### src/rtl/relay_map_params.svh
// Purpose: Constants for the relay output process-data map
// Assumes: 125 MHz ref_clk
// Notes:   Offsets are register-space addresses as the master sends them
`ifndef RELAY_MAP_PARAMS_SVH
`define RELAY_MAP_PARAMS_SVH
`define CLK_PERIOD_PS        8000
`define FC_READ_COILS        8'h01
`define FC_READ_HOLD         8'h03
`define FC_READ_DISCRETE     8'h02
`define FC_READ_INPUT        8'h04
`define FC_WRITE_COIL        8'h05
`define FC_WRITE_REG         8'h06
`define FC_WRITE_COILS       8'h0f
`define FC_WRITE_REGS        8'h10
`define DIR_STAT_BITS_BASE   16'h0800
`define ALT_STAT_BITS_BASE   16'h36b1
`define DIR_STAT_WORD_BASE   16'h0300
`define ALT_STAT_WORD_BASE   16'h8980
`define DIR_TYPE_WORD_BASE   16'h0400
`define ALT_TYPE_WORD_BASE   16'h89e4
`define DIR_SLOT_COIL_BASE   16'h0400
`define ALT_SLOT_COIL_BASE   16'h0bb9
`define DIR_ALLOC_COIL_BASE  16'h0000
`define ALT_ALLOC_COIL_BASE  16'h0001
`define DIR_HOLD_BASE        16'h0500
`define ALT_HOLD_BASE        16'hb415
`define OUT_CHAN_MASK        8'h03
`define XCHG_PERIOD_NS       6500
`define XCHG_CYCLES          ((`XCHG_PERIOD_NS * 1000) / `CLK_PERIOD_PS)
`define WDOG_TIME_MS         500
`define WDOG_CYCLES          ((`WDOG_TIME_MS * 1000000) / \
                              (`CLK_PERIOD_PS / 1000))
`define WDOG_FAIL_LIMIT      2'd3
`endif

### src/rtl/relay_map_pkg.sv
// Purpose: Types for the relay output process-data map
// Assumes: Nothing
// Notes:   Request and answer travel as packed structs
package relay_map_pkg;
    typedef struct packed {
        logic        valid;
        logic        alt;
        logic [7:0]  func;
        logic [15:0] addr;
        logic [15:0] data;
    } req_t;
    typedef struct packed {
        logic        valid;
        logic        error;
        logic [15:0] data;
    } rsp_t;
endpackage

### src/rtl/relay_output_modbus_map.sv
// Purpose: Relay output module map answering master requests, with watchdog
// Assumes: Com unit decodes frames into single-item requests
// Notes:   Multi-item codes are applied one item per request
//          A com unit that never answers is not counted as a failure
`timescale 1ns/1ps
`default_nettype none
`include "relay_map_params.svh"
module relay_output_modbus_map #(
    parameter int unsigned WDOG_CYC = `WDOG_CYCLES
) (
    // Clock and reset
    input  wire logic                 ref_clk,
    input  wire logic                 sys_rst,
    // Master request and answer
    input  wire relay_map_pkg::req_t  req,
    output relay_map_pkg::rsp_t       rsp,
    // Slot of this module and its words
    input  wire logic [7:0]           slot,
    input  wire logic [15:0]          module_status,
    input  wire logic [15:0]          module_type,
    // Com unit exchange
    output logic                      xchg_start,
    input  wire logic                 xchg_done,
    input  wire logic                 xchg_ok,
    // Relay drive
    output logic [1:0]                relay_out,
    output logic                      wdog_trip
);
    localparam int unsigned XCHG_CYC = `XCHG_CYCLES;

    function automatic logic [15:0] bit_addr(input logic [15:0] base,
                                             input logic [7:0]  slt,
                                             input logic [2:0]  bitn);
        bit_addr = 16'(base + {5'h00, slt, 3'h0} + {13'h0000, bitn});
    endfunction

    function automatic logic hit(input logic [15:0] a,
                                 input logic [15:0] base);
        hit = (a >= base) && (a < 16'(base + 16'h0008));
    endfunction

    relay_map_pkg::rsp_t rsp_r, rsp_nxt;
    logic [7:0]  out_byte_r, out_byte_nxt;
    logic [19:0] xchg_cnt_r, xchg_cnt_nxt;
    logic [1:0]  fail_cnt_r, fail_cnt_nxt;
    logic [26:0] wd_cnt_r, wd_cnt_nxt;
    logic        trip_r, trip_nxt;
    logic        busy_r, busy_nxt;
    logic [2:0]  xd_r;

    // Slot bases: bit tables give bit 0 at table base plus eight per slot; status and type words at base plus slot
    logic [15:0] sb_base, sc_base, ac_base, hr_base, sw_addr, tw_addr;
    logic [15:0] bit_off;
    logic [2:0]  idx;

    always_comb
    begin
        sb_base = bit_addr(req.alt ? `ALT_STAT_BITS_BASE : `DIR_STAT_BITS_BASE,
                           slot, 3'h0);
        sc_base = bit_addr(req.alt ? `ALT_SLOT_COIL_BASE : `DIR_SLOT_COIL_BASE,
                           slot, 3'h0);
        ac_base = req.alt ? `ALT_ALLOC_COIL_BASE : `DIR_ALLOC_COIL_BASE;
        hr_base = req.alt ? `ALT_HOLD_BASE : `DIR_HOLD_BASE;
        sw_addr = 16'((req.alt ? `ALT_STAT_WORD_BASE : `DIR_STAT_WORD_BASE)
                      + {8'h00, slot});
        tw_addr = 16'((req.alt ? `ALT_TYPE_WORD_BASE : `DIR_TYPE_WORD_BASE)
                      + {8'h00, slot});
        bit_off = 16'h0000;
        idx     = 3'h0;
        rsp_nxt = '0;
        out_byte_nxt = out_byte_r;
        if (req.valid)
        begin
            rsp_nxt.valid = 1'b1;
            case (req.func)
                `FC_READ_DISCRETE:
                begin
                    if (hit(req.addr, sb_base))
                    begin
                        bit_off = 16'(req.addr - sb_base);
                        idx = bit_off[2:0];
                        rsp_nxt.data = {15'h0000, module_status[4'(8 + idx)]};
                    end
                    else
                        rsp_nxt.error = 1'b1;
                end
                `FC_READ_INPUT:
                begin
                    if (req.addr == sw_addr)
                        rsp_nxt.data = module_status;
                    else if (req.addr == tw_addr)
                        rsp_nxt.data = module_type;
                    else
                        rsp_nxt.error = 1'b1;
                end
                `FC_READ_COILS, `FC_WRITE_COIL, `FC_WRITE_COILS:
                begin
                    if (hit(req.addr, sc_base))
                        bit_off = 16'(req.addr - sc_base);
                    else if (hit(req.addr, ac_base))
                        bit_off = 16'(req.addr - ac_base);
                    else
                        rsp_nxt.error = 1'b1;
                    idx = bit_off[2:0];
                    if (!rsp_nxt.error)
                    begin
                        if (req.func == `FC_READ_COILS)
                            rsp_nxt.data = {15'h0000, out_byte_r[idx]};
                        else
                            out_byte_nxt[idx] = req.data[0] | req.data[8];
                        rsp_nxt.data = req.func == `FC_READ_COILS
                                     ? rsp_nxt.data : req.data;
                    end
                end
                `FC_READ_HOLD, `FC_WRITE_REG, `FC_WRITE_REGS:
                begin
                    if (req.addr != hr_base)
                        rsp_nxt.error = 1'b1;
                    else if (req.func == `FC_READ_HOLD)
                        rsp_nxt.data = {8'h00, out_byte_r};
                    else
                    begin
                        out_byte_nxt = req.data[7:0];
                        rsp_nxt.data = req.data;
                    end
                end
                default:
                    rsp_nxt.error = 1'b1;
            endcase
        end
        out_byte_nxt = out_byte_nxt & `OUT_CHAN_MASK;
    end

    // Exchange pacing and watchdog
    // An answer counts once both later sync stages agree high
    logic done_ev;
    assign done_ev = busy_r && (xd_r[2] == xd_r[1]) && xd_r[1];

    always_comb
    begin
        xchg_cnt_nxt = xchg_cnt_r + 20'h00001;
        busy_nxt     = busy_r;
        fail_cnt_nxt = fail_cnt_r;
        wd_cnt_nxt   = wd_cnt_r;
        trip_nxt     = trip_r;
        if (fail_cnt_r == `WDOG_FAIL_LIMIT && !trip_r)
        begin
            if (wd_cnt_r == 27'(WDOG_CYC - 1))
                trip_nxt = 1'b1;
            else
                wd_cnt_nxt = wd_cnt_r + 27'h0000001;
        end
        if (done_ev)
        begin
            busy_nxt = 1'b0;
            if (xchg_ok)
            begin
                fail_cnt_nxt = 2'd0;
                wd_cnt_nxt   = 27'h0000000;
                // A trip raised on this very edge still wins
                trip_nxt     = trip_nxt && !trip_r;
            end
            else if (fail_cnt_r != `WDOG_FAIL_LIMIT)
                fail_cnt_nxt = fail_cnt_r + 2'd1;
        end
        // A new period wins over an answer landing on the same edge
        if (xchg_cnt_r == 20'(XCHG_CYC - 1))
        begin
            xchg_cnt_nxt = 20'h00000;
            busy_nxt = 1'b1;
        end
    end

    always_ff @(posedge ref_clk)
    begin
        if (sys_rst)
        begin
            rsp_r      <= '0;
            out_byte_r <= 8'h00;
            xchg_cnt_r <= 20'h00000;
            fail_cnt_r <= 2'd0;
            wd_cnt_r   <= 27'h0000000;
            trip_r     <= 1'b0;
            busy_r     <= 1'b0;
            xd_r       <= 3'h0;
        end
        else
        begin
            rsp_r      <= rsp_nxt;
            out_byte_r <= out_byte_nxt;
            xchg_cnt_r <= xchg_cnt_nxt;
            fail_cnt_r <= fail_cnt_nxt;
            wd_cnt_r   <= wd_cnt_nxt;
            trip_r     <= trip_nxt;
            busy_r     <= busy_nxt;
            xd_r       <= {xd_r[1:0], xchg_done};
        end
    end

    assign rsp        = rsp_r;
    assign xchg_start = (xchg_cnt_r == 20'h00000) && !sys_rst;
    // no line fault input exists; nothing reports one
    assign relay_out  = trip_r ? 2'b00 : out_byte_r[1:0];
    assign wdog_trip  = trip_r;
endmodule
`default_nettype wire

### config.mk
export PLATFORM = sky130hd
export DESIGN_NAME = relay_output_modbus_map
export DESIGN_NICKNAME = d
export VERILOG_FILES = /design/src/rtl/relay_map_pkg.sv /design/src/rtl/relay_output_modbus_map.sv
export VERILOG_INCLUDE_DIRS = /design/src /design/src/rtl
export SDC_FILE = /design/constraint.sdc
export NUM_CORES = 1
export LEC_CHECK = 0
export BUFFER_PORTS_ARGS = -buffer_cell sky130_fd_sc_hd__buf_2
export CELL_PAD_IN_SITES_DETAIL_PLACEMENT = 1
export CELL_PAD_IN_SITES_GLOBAL_PLACEMENT = 1
export CORE_AREA = 3 3 121 123
export DETAILED_ROUTE_END_ITERATION = 10
export DIE_AREA = 0 0 124 126
export HOLD_SLACK_MARGIN = 0.02
export PLACE_DENSITY = 0.89
export REMOVE_ABC_BUFFERS = 1
export SETUP_SLACK_MARGIN = 0.2
export SLEW_MARGIN = 20
export SYNTH_ARGS = -nofsm -noshare
export SYNTH_HDL_FRONTEND = slang
export SYNTH_SLANG_ARGS = --single-unit
### constraint.sdc
create_clock -name ref_clk -period 10.6 [get_ports ref_clk]
set_clock_uncertainty 0.2 [all_clocks]
set_input_delay 0.53 -clock ref_clk [delete_from_list [all_inputs] [get_ports ref_clk]]
set_output_delay 0.53 -clock ref_clk [all_outputs]
set_load 0.01 [all_outputs]
## After elaboration in Yosys (flattened, before gate mapping)

Cells that the tools add are included.

- Register bits: 80
- Input bits: 86
- Output and inout port bits: 22
- Word-level logic and storage cells: 130

- $add $sub $neg: 14
- Magnitude comparators: 9
- Eq/ne operators: 20
- Multiplexer cells: 53
- Bitwise operators: 2
- Reduce and logical (&&, ||, !) cells: 21

Operator list:

| kind | count |
|---|---|
| 16-bit two-way mux | 9 |
| 27-bit two-way mux | 4 |
| 16-bit case mux with 4 select lines | 1 |
| 16-bit by 8-bit adder with 16-bit output | 2 |
| 16-bit == test | 2 |
| 8-bit two-way mux | 4 |
| 27-bit by 1-bit adder with 27-bit output, second input constant | 1 |
| 27-bit by 26-bit == test with 1-bit output, second input constant | 1 |
| 8-bit by 3-bit == test with 1-bit output, second input constant | 3 |
| 20-bit by 1-bit adder with 20-bit output, second input constant | 1 |
| 20-bit by 10-bit == test with 1-bit output, second input constant | 1 |
| 20-bit zero test | 1 |
| 1-bit two-way mux | 19 |
| 18-bit two-way mux | 1 |
| 15-bit by 4-bit adder with 16-bit output, second input constant | 1 |
| 8-bit by 2-bit == test with 1-bit output, second input constant | 2 |
| 16-bit by 1-bit >= comparator with 1-bit output | 1 |
| 16-bit by 13-bit >= comparator with 1-bit output | 1 |
| 16-bit by 15-bit >= comparator with 1-bit output | 1 |
| 16-bit by 14-bit less-than comparator with 1-bit output | 1 |
| 16-bit less-than comparator | 1 |
| 16-bit by 5-bit less-than comparator with 1-bit output | 1 |
| 16-bit inequality test | 1 |
| 8-bit case mux with 2 select lines | 1 |
| other kinds (35) | 58 |

## Logic depth before layout (Yosys ltp)

- Depth after elaboration: 16
- Mapped depth: 19
- Gate-level depth less buffers: 17

## Least setup slack after synthesis

No wires, ideal clock.

- Path type: input to register
- From: in req[40] (netlist bit)
- To: reg rsp_r (netlist bit rsp[10])
- Setup time: 0.079 ns
- Arrival time: 4.241 ns
- Setup slack: 6.080 ns
- Stages on the path: 18
- Path buffers: 3
- Cell sequence: buf_2 > buf_2 > inv_1 > fa_1 > and3b_1 > nor2_1 > xnor2_1 > and3_1 > nand3_1 > nand4b_1 > ha_1 > a2111o_1 > a31oi_1 > o31ai_1 > o21ai_1 > a32oi_2 > buf_6 > o221ai_2

- Cells in the longest elaborated chain, start to end: 10
- Elaborated cells between the ends (all ways): 28

RTL lines:

| what | RTL line | source |
|---|---|---|
| start, declared | relay_output_modbus_map.sv:15 | `input wire relay_map_pkg::req_t req,` |
| 12-bit two-way mux (no source line) or 1-bit two-way mux (tied branches) | - |  |
| 12-bit by 11-bit adder with 13-bit output or 1-bit by 4-bit adder with 5-bit output (tied branches) | relay_output_modbus_map.sv:34, relay_output_modbus_map.sv:39 |  |
| 13-bit by 4-bit adder with 14-bit output or 16-bit by 5-bit less-than comparator with 1-bit output (tied branches) | relay_output_modbus_map.sv:39 | `hit = (a >= base) && (a < 16'(base + 16'h0008));` |
| 16-bit by 14-bit less-than comparator with 1-bit output or 1-bit logical AND (tied branches) | relay_output_modbus_map.sv:39 |  |
| 1-bit logical AND or 1-bit two-way mux (tied branches) | relay_output_modbus_map.sv:39, relay_output_modbus_map.sv:100 |  |
| 1-bit two-way mux | relay_output_modbus_map.sv:98 | `if (hit(req.addr, sc_base))` |
| 1-bit two-way mux | relay_output_modbus_map.sv:75 | `case (req.func)` |
| 1-bit two-way mux | relay_output_modbus_map.sv:72 | `if (req.valid)` |
| 16-bit two-way mux | relay_output_modbus_map.sv:105 | `if (!rsp_nxt.error)` |
| 16-bit case mux with 4 select lines * | relay_output_modbus_map.sv:75 |  |
| end signal, assigned | relay_output_modbus_map.sv:189 | `rsp_r <= rsp_nxt;` |
| end, declared | relay_output_modbus_map.sv:42 | `relay_map_pkg::rsp_t rsp_r, rsp_nxt;` |

Mark *: on every way between the ends. The rest lies on a longest branch, timed or not. The select of a mux whose other input is x is not followed.
A chain may end at the register's enable or synchronous reset.

## Final worst setup path

- From: in req[40] (netlist bit)
- To: reg rsp_r (netlist bit rsp[1])

Same word-level chain as after synthesis.

==> results.sh <==
export IMPL_die_area_um2=15620
export IMPL_setup_viol=0
export IMPL_route_detailed_vias_per_inst=5.800
export IMPL_register_bit_count_reported_by_yosys=74
export IMPL_groute_usage_overall_pct=25.28
export IMPL_largest_net_degree_at_the_start_of_global_routing=30
export IMPL_area_delta_synth_final_pct=15.31
export IMPL_insertion_delay_ns=0.34
export IMPL_initial_utilization_pct=45.58
export IMPL_crit_type="primary input to flip-flop"
export IMPL_hp_start="xchg_done"
export IMPL_grt_overflow_total=0
export IMPL_syn_instance_count=780
export IMPL_worst_setup_path_end_kind="flip-flop"
export IMPL_tightest_slew_ns=1.034
export IMPL_grt_first_pass_wirelength_um=31750
export IMPL_io_buffers=107
export IMPL_post_synth_top_area_fraction_pct=23.60
export IMPL_total_switching_power_mw=0.2483
export IMPL_clk_pin_slew_ns=0.06
export IMPL_pin_count=108
export IMPL_route_vias_total=6136
export IMPL_fin_nets=1028
export IMPL_synthFlopType="sky130_fd_sc_hd__dfxtp_1"
export IMPL_maxSlewViolCount=0
export IMPL_drt_first_pass_iters=5
export IMPL_antenna_cells_inserted=0
export IMPL_combinationalPowerShare_pct=26.0
export IMPL_routed_wl_um=19570
export IMPL_hold_ws_ns=0.2041
export IMPL_number_of_remaining_drc_errors=0
export IMPL_cts_tree="yes"
export IMPL_detailedPlacementHpwl_um=14950
export IMPL_floorplan_core_area_um2=13770
export IMPL_cts_resized_gates=0
export IMPL_reg2reg_from="wd_cnt_r[0]$_SDFF_PP0_"
export IMPL_grt_pass1_vias=6458
export IMPL_path_max_fanout=29
export IMPL_worst_setup_path_start_kind="primary input"
export IMPL_hold_path_class="primary input to flip-flop"
export IMPL_sequential_cell_fraction_of_total_power_pct=34.2
export IMPL_cts_buffers=9
export IMPL_syn_cell_area_um2=6277
export IMPL_slew_headroom_pct=31.09
export IMPL_cellLeakagePower_nw=3.119
export IMPL_cts_root_buffer="sky130_fd_sc_hd__clkbuf_16"
export IMPL_timing_hold_worst_path_depth=2
export IMPL_chipWidth_um=124
export IMPL_place_ws_ns=5.156
export IMPL_peak_clock_frequency_supported_by_timing_mhz=194.8
export IMPL_setup_tns_final_ns=0
export IMPL_synth_area_top_cells="sky130_fd_sc_hd__dfxtp_1 (24%), sky130_fd_sc_hd__ha_1 (13%), sky130_fd_sc_hd__xnor2_1 (8.0%)"
export IMPL_power_density_nw_per_um2=113.7
export IMPL_post_synth_cell_area_avg_um2=8.048
export IMPL_run_status="completed"
export IMPL_worst_ep_required_time_ns=10.65
export IMPL_finalWorstSetupSlack_ns=5.466
export IMPL_ys_seq_area_share_pct=23.60
export IMPL_synth_largest_area_cell="sky130_fd_sc_hd__dfxtp_1"
export IMPL_period_needed_ns=5.134
export IMPL_die_y_um=126
export IMPL_cp_data_arrival_time_ns=5.18
export IMPL_maxCapViolCount=0
export IMPL_irDropWorstVdd_uv=65.69
export IMPL_internal_power_mw=0.5748
export IMPL_h_tree_depth=3
export IMPL_r2r_worst_path_cells=8
export IMPL_timing_final_crit_share_pct=48.43
export IMPL_synth_enable_flop_cells=0
export IMPL_routabilityCongestion=0.8507
export IMPL_rsz0062_at_grt="false"
export IMPL_cts_repair_timing_setup_buffer_count=0
export IMPL_post_route_cells_drive_above_1_share_pct=17.54
export IMPL_cts_path_max_buffers=2
export IMPL_sw_frac_of_total_pct=30.17
export IMPL_clock_sinks=74
export IMPL_worst_setup_path_startpoint="req[40]"
export IMPL_pwr_share_clk_pct=39.8
export IMPL_antenna_violations_before_repair=0
export IMPL_hold_viol_final=0
export IMPL_synth_warnings=0
export IMPL_asyncSetResetFlopFracSynth_pct=0
export IMPL_detail_route_antenna_nets=0
export IMPL_detail_route_wl_per_cell_um=18.49
export IMPL_synth_cell_type_count=76
export IMPL_placementRows=43
export IMPL_violation_count_after_the_first_detailed_routing_iteration=324
export IMPL_postCtsHoldBufs=0
## placed cells by master, fill, tap and decap left out, drive strengths merged, types with 21 or more instances in the layout
master and count:
dfxtp 74, xnor2 58, buf 107, a21oi 35, ha 67, inv 73, o21ai 24, nor3 21
nand3 38, nand4 22, nand2 57, xor2 29, nor2 77
## state kept, by name (all words and copies together) (netlist names)
register and cells:
busy_r 1, fail_cnt_r 2, out_byte_r 2, rsp 18, wd_cnt_r 27, wdog_trip 1, xchg_cnt_r 20, xd_r 3
## worst paths after layout
check                                                to  slack (ns)
worst max-delay path                  rsp[1]$_SDFF_PP0_        5.47
worst min-delay path                 xd_r[0]$_SDFF_PP0_        0.20
worst max register to register  wd_cnt_r[22]$_SDFF_PP0_        7.88
worst min register to register       xd_r[1]$_SDFF_PP0_        0.24
## stage by stage
stage | utilization (%) | power (mW) | cells | area (µm²)
after floorplan | - | 0.4225 | 755 | 6143
after global placement | 50.17 | 0.4857 | 1042 | 6910
final | 52.55 | 0.8231 | 1058 | 7238
after CTS | 52.49 | 0.8286 | 1058 | 7229
after detailed placement | 50.17 | 0.4980 | 1042 | 6910
after global routing | 52.55 | 0.8694 | 1058 | 7238
## area by class of cell
class,instances,area (µm²)
Fill cell,1737,6535
Timing Repair Buffer,107,535.5
Clock inverter,6,90.09
Tap cell,180,225.2
Inverter,72,270.3
Sequential cell,74,1481
Clock buffer,10,229.0
Multi-Input combinational cell,609,4407
## synth_stat cells (21+ instances only)
| library cell | n |
|---|---|
| sky130_fd_sc_hd__a21oi_1 | 33 |
| sky130_fd_sc_hd__ha_1 | 67 |
| sky130_fd_sc_hd__xnor2_1 | 57 |
| sky130_fd_sc_hd__nand4_1 | 22 |
| sky130_fd_sc_hd__inv_1 | 71 |
| sky130_fd_sc_hd__o21ai_0 | 23 |
| sky130_fd_sc_hd__nor3_1 | 21 |
| sky130_fd_sc_hd__nor2_1 | 77 |
| sky130_fd_sc_hd__nand3_1 | 37 |
| sky130_fd_sc_hd__nand2_1 | 57 |
| sky130_fd_sc_hd__dfxtp_1 | 74 |
| sky130_fd_sc_hd__xor2_1 | 29 |
## routing by layer
| layer | part of all wire (%) | global-route usage [%] | vias to the layer above |
|---|---|---|---|
| met5 | 0 | 0 | - |
| met4 | 2.3 | 8.054 | 0 |
| met3 | 3.1 | 3.233 | 29 |
| met2 | 52 | 46.29 | 124 |
| met1 | 43 | 30.12 | 3027 |
| li1 | - | - | 2956 |
## worst max-delay path, cell delays in order
cell                       delay [ns]
sky130_fd_sc_hd__buf_2           0.49
sky130_fd_sc_hd__inv_1           0.33
sky130_fd_sc_hd__fa_1            0.52
sky130_fd_sc_hd__and3b_1         0.25
sky130_fd_sc_hd__nor2_1          0.06
sky130_fd_sc_hd__xnor2_1         0.30
sky130_fd_sc_hd__and3_1          0.28
sky130_fd_sc_hd__nand3_1         0.11
sky130_fd_sc_hd__nand4b_1        0.21
sky130_fd_sc_hd__ha_1            0.35
sky130_fd_sc_hd__a2111o_1        0.42
sky130_fd_sc_hd__a31oi_1         0.16
sky130_fd_sc_hd__o31ai_1         0.11
sky130_fd_sc_hd__o21ai_1         0.27
sky130_fd_sc_hd__a32oi_2         0.44
sky130_fd_sc_hd__o221ai_1        0.33
## cell families after synthesis
logic type	synth area share (%)
adder cells (fa/ha/maj)	13.99
AND/OR/NAND/NOR	26.29
buffers and inverters	6.438
multiplexers	2.212
flip-flops	23.60
AO/OA/AOI/OAI	15.21
XOR/XNOR	12.26
## power by group through the flow
stage	Sequential (mW)	Combinational (mW)	Clock [mW]
4_1_cts	0.281	0.213	0.335
6_report	0.281	0.214	0.328
3_5_place_dp	0.287	0.211	0
2_1_floorplan	0.287	0.135	0
3_3_place_gp	0.287	0.198	0
5_1_grt	0.281	0.240	0.348
Note: power is estimated with default switching activity, not from simulation.
